--- src/rtl/kbd_gate_defs.svh ---
/*
 Constants for the keyboard gate configuration block: register indexes,
 reset values, idle line levels and bus answer codes.
 Assumes it is included by bare name wherever a constant is needed.
*/
`ifndef KBD_GATE_DEFS_SVH
`define KBD_GATE_DEFS_SVH

// ==========================================================
// Register indexes (byte address is four times the index)
`define IDX_LDN 8'h07
`define IDX_IRQ_STATUS 8'h20
`define IDX_IRQ_MASK 8'h21
`define IDX_KBD_CFG 8'hF0
`define IDX_RSVD_FIRST 8'hF1
`define IDX_RSVD_LAST 8'hFF

// ==========================================================
// Values
`define LDN_KBD 8'h07
`define LDN_RESET 8'h00
`define CFG_RESET 8'h00
`define CFG_WRITABLE 8'hFC
`define IRQ_RESET 4'h0
`define LINE_IDLE 2'h3
`define RESP_OKAY 2'h0
`define SPACE_HIGH 2'h0
`define WORD_ZERO 32'h0000_0000

`endif

--- src/rtl/kbd_gate_pkg.sv ---
/*
 Types shared by the keyboard gate configuration block.
 Assumes nothing beyond a SystemVerilog compiler.
*/
package kbd_gate_pkg;

   // ==========================================================
   // Configuration register layout, bit 7 down to bit 0
   typedef struct packed {
      logic port_pol;
      logic mouse_iso;
      logic kbd_iso;
      logic mouse_irq_latch_sel;
      logic keyboard_irq_latch_sel;
      logic port92_en;
      logic [1:0] rsvd;
   } kbd_cfg_type;

   // ==========================================================
   // One PS/2 port, clock and data
   typedef struct packed {
      logic clk;
      logic data;
   } ps2_lines_type;

   // ==========================================================
   // Interrupt status and mask layout
   typedef struct packed {
      logic mouse_wake;
      logic kbd_wake;
      logic mouse_irq;
      logic kbd_irq;
   } irq_events_type;

endpackage

--- src/rtl/irq_latch_gate.sv ---
/*
 Latches one controller interrupt and selects how the latched copy
 combines with the live one.
 Assumes core_irq and irq_ack come from logic on the same clock.
*/
`timescale 1ns/1ps

module irq_latch_gate (
   input wire logic clk,
   input wire logic reset,
   input wire logic core_irq,
   input wire logic irq_ack,
   input wire logic latch_only,
   output logic irq_out,
   output logic irq_event
);

   logic prev_reg;
   logic latch_reg;
   logic out_reg;
   logic event_reg;
   wire rise = core_irq && !prev_reg;
   // Set wins over acknowledge in the same cycle
   wire latch_next = rise || (latch_reg && !irq_ack);
   wire out_next = latch_only ? latch_reg : (core_irq && latch_reg);

   always_ff @(posedge clk)
   begin
      if (reset)
      begin
         prev_reg <= 1'b0;
         latch_reg <= 1'b0;
         out_reg <= 1'b0;
         event_reg <= 1'b0;
      end
      else
      begin
         prev_reg <= core_irq;
         latch_reg <= latch_next;
         out_reg <= out_next;
         event_reg <= rise;
      end
   end

   assign irq_out = out_reg;
   assign irq_event = event_reg;
endmodule

--- src/rtl/kbd_reset_gate_config.sv ---
/*
 Keyboard controller configuration register with its AXI4-Lite slave,
 PS/2 line isolation, interrupt latch selection and event interrupts.
 Assumes PS/2 pins are asynchronous; core signals share clk.
*/
`timescale 1ns/1ps
`include "kbd_gate_defs.svh"

module kbd_reset_gate_config (
   input wire logic clk,
   input wire logic reset,
   input wire logic [11:0] awaddr,
   input wire logic awvalid,
   output logic awready,
   input wire logic [31:0] wdata,
   input wire logic [3:0] wstrb,
   input wire logic wvalid,
   output logic wready,
   output logic [1:0] bresp,
   output logic bvalid,
   input wire logic bready,
   input wire logic [11:0] araddr,
   input wire logic arvalid,
   output logic arready,
   output logic [31:0] rdata,
   output logic [1:0] rresp,
   output logic rvalid,
   input wire logic rready,
   input wire kbd_gate_pkg::ps2_lines_type kbd_pins,
   input wire kbd_gate_pkg::ps2_lines_type mouse_pins,
   output kbd_gate_pkg::ps2_lines_type kbd_to_core,
   output kbd_gate_pkg::ps2_lines_type mouse_to_core,
   output logic keyboard_wake_data,
   output logic mouse_wake_data,
   input wire logic ctrl_port_core,
   output logic ctrl_port_out_line,
   input wire logic core_keyboard_irq,
   input wire logic core_mouse_irq,
   input wire logic keyboard_irq_ack,
   input wire logic mouse_irq_ack,
   output logic keyboard_irq,
   output logic mouse_irq,
   output logic port92_enable,
   output logic irq
);
   import kbd_gate_pkg::*;

   // ==========================================================
   // Address helpers
   function automatic logic [7:0] reg_index(input logic [11:0] addr);
      reg_index = addr[9:2];
   endfunction

   function automatic logic in_space(input logic [11:0] addr);
      in_space = (addr[11:10] == `SPACE_HIGH);
   endfunction

   // ==========================================================
   // State
   kbd_cfg_type cfg_reg;
   logic [7:0] ldn_reg;
   irq_events_type status_reg;
   irq_events_type mask_reg;
   logic irq_reg;

   logic aw_full_reg;
   logic w_full_reg;
   logic [11:0] aw_addr_reg;
   logic [31:0] w_data_reg;
   logic [3:0] w_strb_reg;
   logic awready_reg;
   logic wready_reg;
   logic bvalid_reg;
   logic arready_reg;
   logic rvalid_reg;
   logic [31:0] rdata_reg;

   ps2_lines_type kbd_meta_reg;
   ps2_lines_type kbd_sync_reg;
   ps2_lines_type mouse_meta_reg;
   ps2_lines_type mouse_sync_reg;
   logic kbd_data_prev_reg;
   logic mouse_data_prev_reg;

   ps2_lines_type kbd_core_reg;
   ps2_lines_type mouse_core_reg;
   logic kbd_wake_reg;
   logic mouse_wake_reg;
   logic port_out_reg;
   logic port92_reg;

   // ==========================================================
   // Write channel decode
   wire aw_take = awvalid && awready_reg;
   wire w_take = wvalid && wready_reg;
   wire wr_go = aw_full_reg && w_full_reg && !bvalid_reg;
   wire aw_full_next = (aw_full_reg || aw_take) && !wr_go;
   wire w_full_next = (w_full_reg || w_take) && !wr_go;
   wire bvalid_next = wr_go || (bvalid_reg && !bready);
   wire [7:0] wr_idx = reg_index(aw_addr_reg);
   // Only the low byte lane carries register bits
   wire wr_ok = wr_go && in_space(aw_addr_reg) && w_strb_reg[0];
   wire kbd_selected = (ldn_reg == `LDN_KBD);
   wire wr_cfg = wr_ok && kbd_selected && (wr_idx == `IDX_KBD_CFG);
   wire wr_ldn = wr_ok && (wr_idx == `IDX_LDN);
   wire wr_status = wr_ok && (wr_idx == `IDX_IRQ_STATUS);
   wire wr_mask = wr_ok && (wr_idx == `IDX_IRQ_MASK);

   // Reserved bits never take a written value
   wire kbd_cfg_type cfg_next = wr_cfg ? (w_data_reg[7:0] & `CFG_WRITABLE) : cfg_reg;

   // ==========================================================
   // Read channel decode
   wire ar_take = arvalid && arready_reg;
   wire rvalid_next = ar_take || (rvalid_reg && !rready);
   wire [7:0] rd_idx = reg_index(araddr);
   wire rd_space = in_space(araddr);
   wire rd_rsvd = kbd_selected && (rd_idx >= `IDX_RSVD_FIRST);
   wire [31:0] rd_value =
      !rd_space ? `WORD_ZERO :
      (rd_idx == `IDX_LDN) ? {24'h00_0000, ldn_reg} :
      (rd_idx == `IDX_IRQ_STATUS) ? {28'h000_0000, status_reg} :
      (rd_idx == `IDX_IRQ_MASK) ? {28'h000_0000, mask_reg} :
      (kbd_selected && rd_idx == `IDX_KBD_CFG) ? {24'h00_0000, cfg_reg} :
      `WORD_ZERO;

   // ==========================================================
   // Interrupt events
   irq_events_type events;
   wire kbd_irq_event;
   wire mouse_irq_event;
   assign events.kbd_irq = kbd_irq_event;
   assign events.mouse_irq = mouse_irq_event;
   // Wake events look only at the second synchroniser stage
   assign events.kbd_wake = kbd_data_prev_reg && !kbd_sync_reg.data;
   assign events.mouse_wake = mouse_data_prev_reg && !mouse_sync_reg.data;
   wire [3:0] clear_bits = wr_status ? w_data_reg[3:0] : `IRQ_RESET;
   // Set wins over write-one-to-clear
   wire irq_events_type status_next = (status_reg & ~clear_bits) | events;
   wire irq_events_type mask_next = wr_mask ? w_data_reg[3:0] : mask_reg;
   wire irq_next = |(status_reg & mask_reg);

   // ==========================================================
   // Controlled signals
   wire ps2_lines_type kbd_core_next = cfg_reg.kbd_iso ? `LINE_IDLE : kbd_sync_reg;
   wire ps2_lines_type mouse_core_next =
      cfg_reg.mouse_iso ? `LINE_IDLE : mouse_sync_reg;
   wire port_out_next = cfg_reg.port_pol ? ctrl_port_core : !ctrl_port_core;

   // ==========================================================
   // Bus registers
   always_ff @(posedge clk)
   begin
      if (reset)
      begin
         aw_full_reg <= 1'b0;
         w_full_reg <= 1'b0;
         awready_reg <= 1'b0;
         wready_reg <= 1'b0;
         bvalid_reg <= 1'b0;
         arready_reg <= 1'b0;
         rvalid_reg <= 1'b0;
         rdata_reg <= `WORD_ZERO;
      end
      else
      begin
         aw_full_reg <= aw_full_next;
         w_full_reg <= w_full_next;
         awready_reg <= !aw_full_next;
         wready_reg <= !w_full_next;
         bvalid_reg <= bvalid_next;
         arready_reg <= !rvalid_next;
         rvalid_reg <= rvalid_next;
         if (ar_take)
            rdata_reg <= rd_value;
      end
   end

   always_ff @(posedge clk)
   begin
      if (aw_take)
         aw_addr_reg <= awaddr;
      if (w_take)
      begin
         w_data_reg <= wdata;
         w_strb_reg <= wstrb;
      end
   end

   // ==========================================================
   // Software registers
   always_ff @(posedge clk)
   begin
      if (reset)
      begin
         cfg_reg <= `CFG_RESET;
         ldn_reg <= `LDN_RESET;
         status_reg <= `IRQ_RESET;
         mask_reg <= `IRQ_RESET;
         irq_reg <= 1'b0;
      end
      else
      begin
         cfg_reg <= cfg_next;
         if (wr_ldn)
            ldn_reg <= w_data_reg[7:0];
         status_reg <= status_next;
         mask_reg <= mask_next;
         irq_reg <= irq_next;
      end
   end

   // ==========================================================
   // Pin synchronisers and controlled outputs
   always_ff @(posedge clk)
   begin
      if (reset)
      begin
         kbd_meta_reg <= `LINE_IDLE;
         kbd_sync_reg <= `LINE_IDLE;
         mouse_meta_reg <= `LINE_IDLE;
         mouse_sync_reg <= `LINE_IDLE;
         kbd_data_prev_reg <= 1'b1;
         mouse_data_prev_reg <= 1'b1;
      end
      else
      begin
         kbd_meta_reg <= kbd_pins;
         kbd_sync_reg <= kbd_meta_reg;
         mouse_meta_reg <= mouse_pins;
         mouse_sync_reg <= mouse_meta_reg;
         kbd_data_prev_reg <= kbd_sync_reg.data;
         mouse_data_prev_reg <= mouse_sync_reg.data;
      end
   end

   always_ff @(posedge clk)
   begin
      if (reset)
      begin
         kbd_core_reg <= `LINE_IDLE;
         mouse_core_reg <= `LINE_IDLE;
         kbd_wake_reg <= 1'b1;
         mouse_wake_reg <= 1'b1;
         port_out_reg <= 1'b1;
         port92_reg <= 1'b0;
      end
      else
      begin
         kbd_core_reg <= kbd_core_next;
         mouse_core_reg <= mouse_core_next;
         // Wake paths bypass isolation on purpose
         kbd_wake_reg <= kbd_sync_reg.data;
         mouse_wake_reg <= mouse_sync_reg.data;
         port_out_reg <= port_out_next;
         port92_reg <= cfg_reg.port92_en;
      end
   end

   // ==========================================================
   // Interrupt latches
   irq_latch_gate kbd_latch (
      .clk(clk),
      .reset(reset),
      .core_irq(core_keyboard_irq),
      .irq_ack(keyboard_irq_ack),
      .latch_only(cfg_reg.keyboard_irq_latch_sel),
      .irq_out(keyboard_irq),
      .irq_event(kbd_irq_event)
   );

   irq_latch_gate mouse_latch (
      .clk(clk),
      .reset(reset),
      .core_irq(core_mouse_irq),
      .irq_ack(mouse_irq_ack),
      .latch_only(cfg_reg.mouse_irq_latch_sel),
      .irq_out(mouse_irq),
      .irq_event(mouse_irq_event)
   );

   // ==========================================================
   // Outputs
   assign awready = awready_reg;
   assign wready = wready_reg;
   assign bresp = `RESP_OKAY;
   assign bvalid = bvalid_reg;
   assign arready = arready_reg;
   assign rdata = rdata_reg;
   assign rresp = `RESP_OKAY;
   assign rvalid = rvalid_reg;
   assign kbd_to_core = kbd_core_reg;
   assign mouse_to_core = mouse_core_reg;
   assign keyboard_wake_data = kbd_wake_reg;
   assign mouse_wake_data = mouse_wake_reg;
   assign ctrl_port_out_line = port_out_reg;
   assign port92_enable = port92_reg;
   assign irq = irq_reg;
endmodule

--- config.mk ---
export PLATFORM = sky130hd
export DESIGN_NAME = kbd_reset_gate_config
export DESIGN_NICKNAME = d
export VERILOG_FILES = /design/src/rtl/kbd_gate_pkg.sv /design/src/rtl/irq_latch_gate.sv /design/src/rtl/kbd_reset_gate_config.sv
export VERILOG_INCLUDE_DIRS = /design/src /design/src/rtl
export SDC_FILE = /design/constraint.sdc
export NUM_CORES = 1
export LEC_CHECK = 0
export ABC_CLOCK_PERIOD_IN_PS = 5100
export BUFFER_PORTS_ARGS = -buffer_cell sky130_fd_sc_hd__clkbuf_2
export CAP_MARGIN = 10
export CELL_PAD_IN_SITES_DETAIL_PLACEMENT = 1
export CELL_PAD_IN_SITES_GLOBAL_PLACEMENT = 1
export CORE_MARGIN = 2
export CORE_UTILIZATION = 40
export CTS_BUF_LIST = sky130_fd_sc_hd__clkbuf_2
export DETAILED_ROUTE_END_ITERATION = 6
export HOLD_SLACK_MARGIN = 0.03
export PLACE_DENSITY = 0.89
export SYNTH_ARGS = -nofsm -noshare
export SYNTH_HDL_FRONTEND = slang
export SYNTH_SLANG_ARGS = --single-unit
--- constraint.sdc ---
create_clock -name clk -period 5.1 [get_ports clk]
set_input_delay 0.255 -clock clk [delete_from_list [all_inputs] [get_ports clk]]
set_output_delay 0.255 -clock clk [all_outputs]
set_load 0.05 [all_outputs]
==> impl_metrics.csv, run 1 <==
group,metric,value,unit
sta,min_period,2050,ps
sta,hold_viol,0,
global_routing,grt_pass1_wl,12.6,mm
synth,async_flop_share,0,
setup_path,worstPathArrival,2470,ps
cts,clk_latency,540,ps
sta,rsz0062_at_grt,"no",
setup_path,crit_chain,"nor4b_1 > nand4_1 > mux2i_1 > nor2_1",
floorplan,io_pins,128,
sta,setup_viol,0,
global_routing,gr-total-overflow,0,
cts,cts.sinks,81,
sta,skew,22.5,ps
setup_path,crit_fanout,8,
cells_and_area,final_nets,463,
sta,whs,69.9,ps
sta,fmax,487,MHz
synth,synth_edf_count,19,
setup_path,critPathCaptureType,"flip-flop",
synth,ys_types,47,
synth,synth_cells,287,
route,drt_iter0_drc,128,
placement,port_buffers,68,
min_path,hp-class,"input pin to flip-flop",
global_routing,first_global_vias,2571,
setup_path,worst_r2r_path_depth,4,
setup_path,crit_end,"ldn_reg[1]$_SDFFE_PP0P_",
synth,netlist.area_leader.share,0.393,
route,detailroute.via_count,2443,
setup_path,start_kind,"flip-flop",
sta,slew_headroom,0.318,
setup_path,critPathSlowestCell,"nand4_1",
floorplan,die_h,92.8,um
cells_and_area,largest_register_ffs,10,
floorplan,die-width,92.8,um
floorplan,die_area,8610,um2
cts,cts_made_buffers,9,
route,drt_wl_total,7.88,mm
synth,avgSynthCellArea,11.0,um2
synth,ys_seq_area_frac,0.574,
global_routing,grt_max_degree,58,
cts,cts_tree,"done",
synth,ys_ff_latch,81,
pwr,power,1.18,mW
cts,cts_buffer_depth,2,
route,routed_via_density,4.95,
synth,synth_top_flop_cell,"dfxtp_1",
floorplan,coreArea,7690,um2
setup_path,reg2reg_to,"ldn_reg[1]$_SDFFE_PP0P_",
cells_and_area,area_growth,23.2,%
global_routing,grt.total_usage,0.194,
route,wl_per_cell,16.0,um
floorplan,rows,32,
cts,h-tree-depth,3,
placement,gp_routability_congestion,0.742,
setup_path,startpoint,"aw_addr_reg[10]$_DFFE_PP_",
sta,final-max-slew-violation-count,0,
setup_path,critPathBufInv,0,
setup_path,cp_slowest_stage_delay,590,ps
synth,synth_area_leader_cell,"dfxtp_1",
setup_path,critical_path_depth,4,
setup_path,required,5510,ps
setup_path,rr_startpoint,"aw_addr_reg[10]$_DFFE_PP_",
setup_path,criticalPathCategory,"flip-flop to flip-flop",
cells_and_area,fin_cells,494,
cts,clk_pin_slew,210,ps
cells_and_area,diodes,0,
sta,finalCritPeriodShare,0.403,
placement,dp_hpwl,5.41,mm
floorplan,initial_core_util,0.410,
synth,synthTopCellsByArea,"dfxtp_1 39%, edfxtp_1 18%, buf_4 6.7%",
route,final_antenna_net_count,0,
setup_path,crit_family,"simple AND/OR/NAND/NOR gates",
run,cap_violations,0,
pwr,p_leak,1.63,nW
sta,worstMarginPinSlew,1020,ps
placement,dp.cells,448,
run_status,status,"finished clean",
route,first_pass_iters,4,
cells_and_area,drive_gt1_frac,0.260,
synth,yosysWarnings,0,
sta,tns,0,ps
pwr,cellPowerDensity,303,nW/um2
cts,cts_root_buf,"clkbuf_2",
route,drc,0,
setup_path,r2r_setup_slack,3050,ps
pwr,irDropWorstVdd,0.150,mV
global_routing,antenna_found_initial,0,
synth,netlist_area,3150,um2
cts,cts_post_setup_buffers_inserted,0,
metal layers:
metal | share of wire | wire [um] | track usage | up-vias
li1 | - | - | - | 1170
met1 | 0.37 | 2930 | 0.205 | 1160
met2 | 0.55 | 4310 | 0.357 | 97
met3 | 0.061 | 480 | 0.0464 | 16
met4 | 0.021 | 163 | 0.0931 | 0
met5 | 0 | 0 | 0 | -
cell usage after synthesis (2+ instances only):
cell type  number
dfxtp_1        62
buf_4          28
nor2_1         24
edfxtp_1       19
a21oi_1        16
mux2i_1        15
nand3_1        11
o21ai_0        10
or2_2          10
nand2_1         8
a22oi_1         7
clkbuf_1        7
nand2b_1        7
or3_1           7
nor2b_1         6
nor3_1          5
and2_1          3
nand4b_1        3
a21bo_2         2
a311oi_1        2
and3b_1         2
inv_1           2
nand4_1         2
nor3_2          2
nor4b_1         2
o21bai_1        2
o311ai_0        2
or4b_1          2
worst min path at each step:
stage / startpoint / endpoint / depth (start not counted)
final: araddr[5] / rdata[0]$_SDFFE_PP0P_ / 3
after global routing: araddr[5] / rdata[1]$_SDFFE_PP0P_ / 3
after CTS: araddr[5] / rdata[0]$_SDFFE_PP0P_ / 3
after detailed placement: mouse_latch.prev_reg$_SDFF_PP0_ / mouse_latch.irq_event$_SDFF_PP0_ / 1
after global placement: kbd_latch.prev_reg$_SDFF_PP0_ / kbd_latch.irq_event$_SDFF_PP0_ / 1
after floorplan: reset / kbd_latch.prev_reg$_SDFF_PP0_ / 1
cell type report:
| type | count | area, um2 |
|---|---|---|
| timing repair buffer | 98 | 641 |
| sequential | 81 | 1810 |
| clock buffer | 11 | 55.1 |
| inverter | 2 | 7.51 |
| fill | 890 | 3800 |
| multi-input combinational | 195 | 1190 |
| clock inverter | 5 | 55.1 |
| tap | 102 | 128 |
worst register-to-register path, cell delays in order, from the launching register on:
cell      delay (ps)
edfxtp_1         470
nor4b_1          440
nand4_1          590
mux2i_1          380
nor2_1            60
through the flow:
step	area (um2)	setup WS [ps]	utilization
2_1_floorplan	3260	3250	-
3_3_place_gp	3480	3200	0.452
3_5_place_dp	3480	3080	0.452
4_1_cts	3890	3040	0.506
5_1_grt	3890	2850	0.506
6_report	3890	3050	0.506
what timing repair did:
action,CTS,global route
hold buffers,30,0
endpoints found under the hold margin,33,0
gates resized for setup,0,0
placed cells by master (no fill, tap or decap), types with 2 or more instances in the layout:
cell / synthesis / layout
clkbuf_2: 0 / 79
dfxtp_1: 62 / 62
dlygate4sd3_1: 0 / 30
conb_1: 1 / 28
nor2_1: 24 / 24
edfxtp_1: 19 / 19
a21oi_1: 16 / 16
mux2i_1: 15 / 15
nand3_1: 11 / 11
o21ai_0: 10 / 10
or2_2: 10 / 10
nand2_1: 8 / 8
a22oi_1: 7 / 7
nand2b_1: 7 / 7
or3_1: 7 / 7
nor2b_1: 6 / 6
nor3_1: 5 / 5
and2_1: 3 / 3
nand4b_1: 3 / 3
and3b_1: 2 / 2
nor4b_1: 2 / 2
nand4_1: 2 / 2
or4b_1: 2 / 2
nor3_2: 2 / 2
a21bo_2: 2 / 2
inv_1: 2 / 2
a311oi_1: 2 / 2
o21bai_1: 2 / 2
o311ai_0: 2 / 2
logic make-up (layout without fill, tap and decap cells):
kind of cell / count (synthesis) / in the layout / share of synthesized area
AND/OR/NAND/NOR: 104 / 104 / 0.199
flip-flops: 81 / 81 / 0.574
AO/OA/AOI/OAI: 47 / 47 / 0.0940
buffers and inverters: 38 / 116 / 0.0809
multiplexers: 15 / 15 / 0.0476
other: 1 / 28 / 0.00119
XOR/XNOR: 1 / 1 / 0.00278
power by group:
part           internal [mW]  switching [mW]  leakage, nW
clock                  0.117           0.222       0.0700
combinational         0.0447           0.101        0.876
sequential             0.681          0.0121        0.682
Power figures use the tool's default switching activity.
==> run 2: changes to the inputs <==
--- a/config.mk
+++ b/config.mk
@@ -6,17 +6,17 @@
 export SDC_FILE = /design/constraint.sdc
 export NUM_CORES = 1
 export LEC_CHECK = 0
-export ABC_CLOCK_PERIOD_IN_PS = 5100
+export ABC_CLOCK_PERIOD_IN_PS = 2000
 export BUFFER_PORTS_ARGS = -buffer_cell sky130_fd_sc_hd__clkbuf_2
 export CAP_MARGIN = 10
 export CELL_PAD_IN_SITES_DETAIL_PLACEMENT = 1
 export CELL_PAD_IN_SITES_GLOBAL_PLACEMENT = 1
 export CORE_MARGIN = 2
-export CORE_UTILIZATION = 40
+export CORE_UTILIZATION = 37
 export CTS_BUF_LIST = sky130_fd_sc_hd__clkbuf_2
 export DETAILED_ROUTE_END_ITERATION = 6
 export HOLD_SLACK_MARGIN = 0.03
-export PLACE_DENSITY = 0.89
+export PLACE_DENSITY = 0.83
 export SYNTH_ARGS = -nofsm -noshare
 export SYNTH_HDL_FRONTEND = slang
 export SYNTH_SLANG_ARGS = --single-unit
==> constraint.sdc (replaced) <==
create_clock -name clk -period 2 [get_ports clk]
set_input_delay 0.1 -clock clk [delete_from_list [all_inputs] [get_ports clk]]
set_output_delay 0.1 -clock clk [all_outputs]
set_load 0.05 [all_outputs]
==> run 2 against run 1 <==
Compared with the run above: largest power group unchanged; critical endpoint is now cfg_reg[5]$_SDFFE_PP0P_; final cell count is 4.0% higher; core utilization down 0.77 points; worst hold slack improved by 24 ps.
==> impl_metrics.csv, run 2 (synthesis results as in run 1) <==
group,metric,value,unit
min_path,hold_end,"rdata[0]$_SDFFE_PP0P_",
setup_path,required,2410,ps
setup_path,reg2reg_to,"cfg_reg[5]$_SDFFE_PP0P_",
cts,clk_latency,530,ps
cts,cts_root_buf,"clkbuf_2",
setup_path,criticalPathCategory,"flip-flop to flip-flop",
sta,whs,93.8,ps
global_routing,gr-total-overflow,0,
global_routing,grt_pass1_wl,12.0,mm
floorplan,die_area,9280,um2
route,routed_via_density,4.86,
floorplan,io_pins,128,
setup_path,r2r_setup_slack,60,ps
sta,min_period,1940,ps
route,drc,0,
floorplan,die_h,96.3,um
setup_path,startpoint,"aw_addr_reg[10]$_DFFE_PP_",
route,final_antenna_net_count,0,
cells_and_area,diodes,0,
placement,place_ws,142,ps
floorplan,die-width,96.3,um
cells_and_area,area_growth,30.3,%
pwr,p_clk_frac,0.337,
route,detailroute.via_count,2497,
route,dr_wl_met3,383,um
placement,dp_hpwl,5.16,mm
pwr,p_leak,1.74,nW
placement,gp_routability_congestion,0.738,
global_routing,first_global_vias,2494,
global_routing,antenna_found_initial,0,
placement,port_buffers,68,
cells_and_area,final_cell_mix,"78 x clkbuf_2, 61 x dfxtp_1, 43 x dlygate4sd3_1",
setup_path,critPathCaptureType,"flip-flop",
cells_and_area,final_area,4110,um2
cts,clk_pin_slew,240,ps
global_routing,grt.total_usage,0.171,
pwr,netSwitchingFraction,0.259,
min_path,hp-class,"input pin to flip-flop",
floorplan,coreArea,8260,um2
cells_and_area,num-fill-cells,952,
cts,cts_made_buffers,9,
setup_path,critPathSlowestCell,"or4b_1",
placement,dpl_cell_area,3510,um2
pwr,switchingPower,0.842,mW
cts,cts_buffer_depth,2,
cts,cts_tree,"done",
pwr,cellPowerDensity,790,nW/um2
setup_path,crit_chain,"or4b_1 > or3_4 > o21ai_0 > a21oi_1",
sta,slew_headroom,0.641,
min_path,hold_path_depth,5,
setup_path,cp_slowest_stage_delay,630,ps
route,routed-wl-met2,3.96,mm
setup_path,worst_r2r_path_depth,4,
pwr,intPower,2.41,mW
route,drt_iter0_drc,127,
setup_path,worstPathArrival,2350,ps
sta,final-max-slew-violation-count,0,
run,cap_violations,0,
sta,fmax,516,MHz
sta,finalCritPeriodShare,0.969,
floorplan,initial_core_util,0.382,
cts,h-tree-depth,3,
route,wl_per_cell,14.8,um
sta,setup_viol,0,
pwr,irDropWorstVdd,0.450,mV
cells_and_area,layout_commonest_cell,"clkbuf_2",
sta,setup_ws,61.3,ps
route,drt_wl_total,7.60,mm
setup_path,crit_fanout,6,
route,wl_met1,3.21,mm
setup_path,start_kind,"flip-flop",
route,top_layer_used,"met4",
setup_path,rr_startpoint,"aw_addr_reg[10]$_DFFE_PP_",
min_path,min_from,"araddr[6]",
floorplan,rows,33,
global_routing,grt_max_degree,35,
cells_and_area,drive_gt1_frac,0.262,
pwr,p_comb_frac,0.120,
cts,cts.sinks,81,
sta,hold_viol,0,
route,first_pass_iters,4,
sta,skew,39.9,ps
pwr,pwr-share-seq,0.543,
run_status,status,"finished clean",
cells_and_area,largest_register_ffs,10,
cells_and_area,final_nets,480,
sta,worstMarginPinSlew,534,ps
-- run 2: repair_timing --
action                                  4_1_cts  5_1_grt
hold buffers                                 43        0
endpoints found under the setup margin        0        6
endpoints found under the hold margin        43        0
resized for setup                             0        3
buffers inserted                              0        0
-- run 2: power groups by stage --
| stage | Sequential (mW) | Combinational (mW) | Clock, mW |
|---|---|---|---|
| CTS | 1.76 | 0.385 | 1.12 |
| global route | 1.77 | 0.421 | 1.20 |
| finish | 1.77 | 0.390 | 1.09 |
| global placement | 1.79 | 0.314 | 0 |
| detailed placement | 1.80 | 0.320 | 0 |
| floorplan | 1.83 | 0.240 | 0 |
-- run 2: layer usage --
metal / vias to the layer above / GRT usage
met2: 85 / 0.313
li1: 1204 / -
met3: 9 / 0.0415
met5: - / 0
met4: 0 / 0.0423
met1: 1199 / 0.200
-- run 2: worst max-delay path by stage --
stage,end,slack [ps],cells after the start
finish,cfg_reg[5]$_SDFFE_PP0P_,60,4
CTS,rdata[3]$_SDFFE_PP0P_,70,4
global placement,status_reg[3]$_SDFF_PP0_,190,4
floorplan,rdata[4]$_SDFFE_PP0P_,150,4
global route,cfg_reg[3]$_SDFFE_PP0P_,-4,4
detailed placement,status_reg[3]$_SDFF_PP0_,140,4
-- run 2: worst max-delay path: cells and delay by family, from the launching register on --
family,cells,cell delay (ps)
flip-flops,1,460
AO/OA/AOI/OAI,2,270
AND/OR/NAND/NOR,2,1080
-- run 2: cell type report --
type / count / area (um2) / area share
flip-flops and latches: 81 / 1810 / 0.441
well taps: 105 / 131 / 0.0320
multi-input cells: 195 / 1200 / 0.292
inverters: 2 / 7.51 / 0.00183
clock inverters: 6 / 106 / 0.0259
clock buffers: 10 / 50.0 / 0.0122
repair buffers: 115 / 801 / 0.195
-- run 2: stage by stage --
stage / cells / TNS (ps) / utilization / total power [mW]
2_1_floorplan: 314 / 0 / - / 2.07
3_3_place_gp: 455 / 0 / 0.425 / 2.11
3_5_place_dp: 455 / 0 / 0.425 / 2.12
4_1_cts: 514 / 0 / 0.496 / 3.27
5_1_grt: 514 / -6.41 / 0.498 / 3.40
6_report: 514 / 0 / 0.498 / 3.25
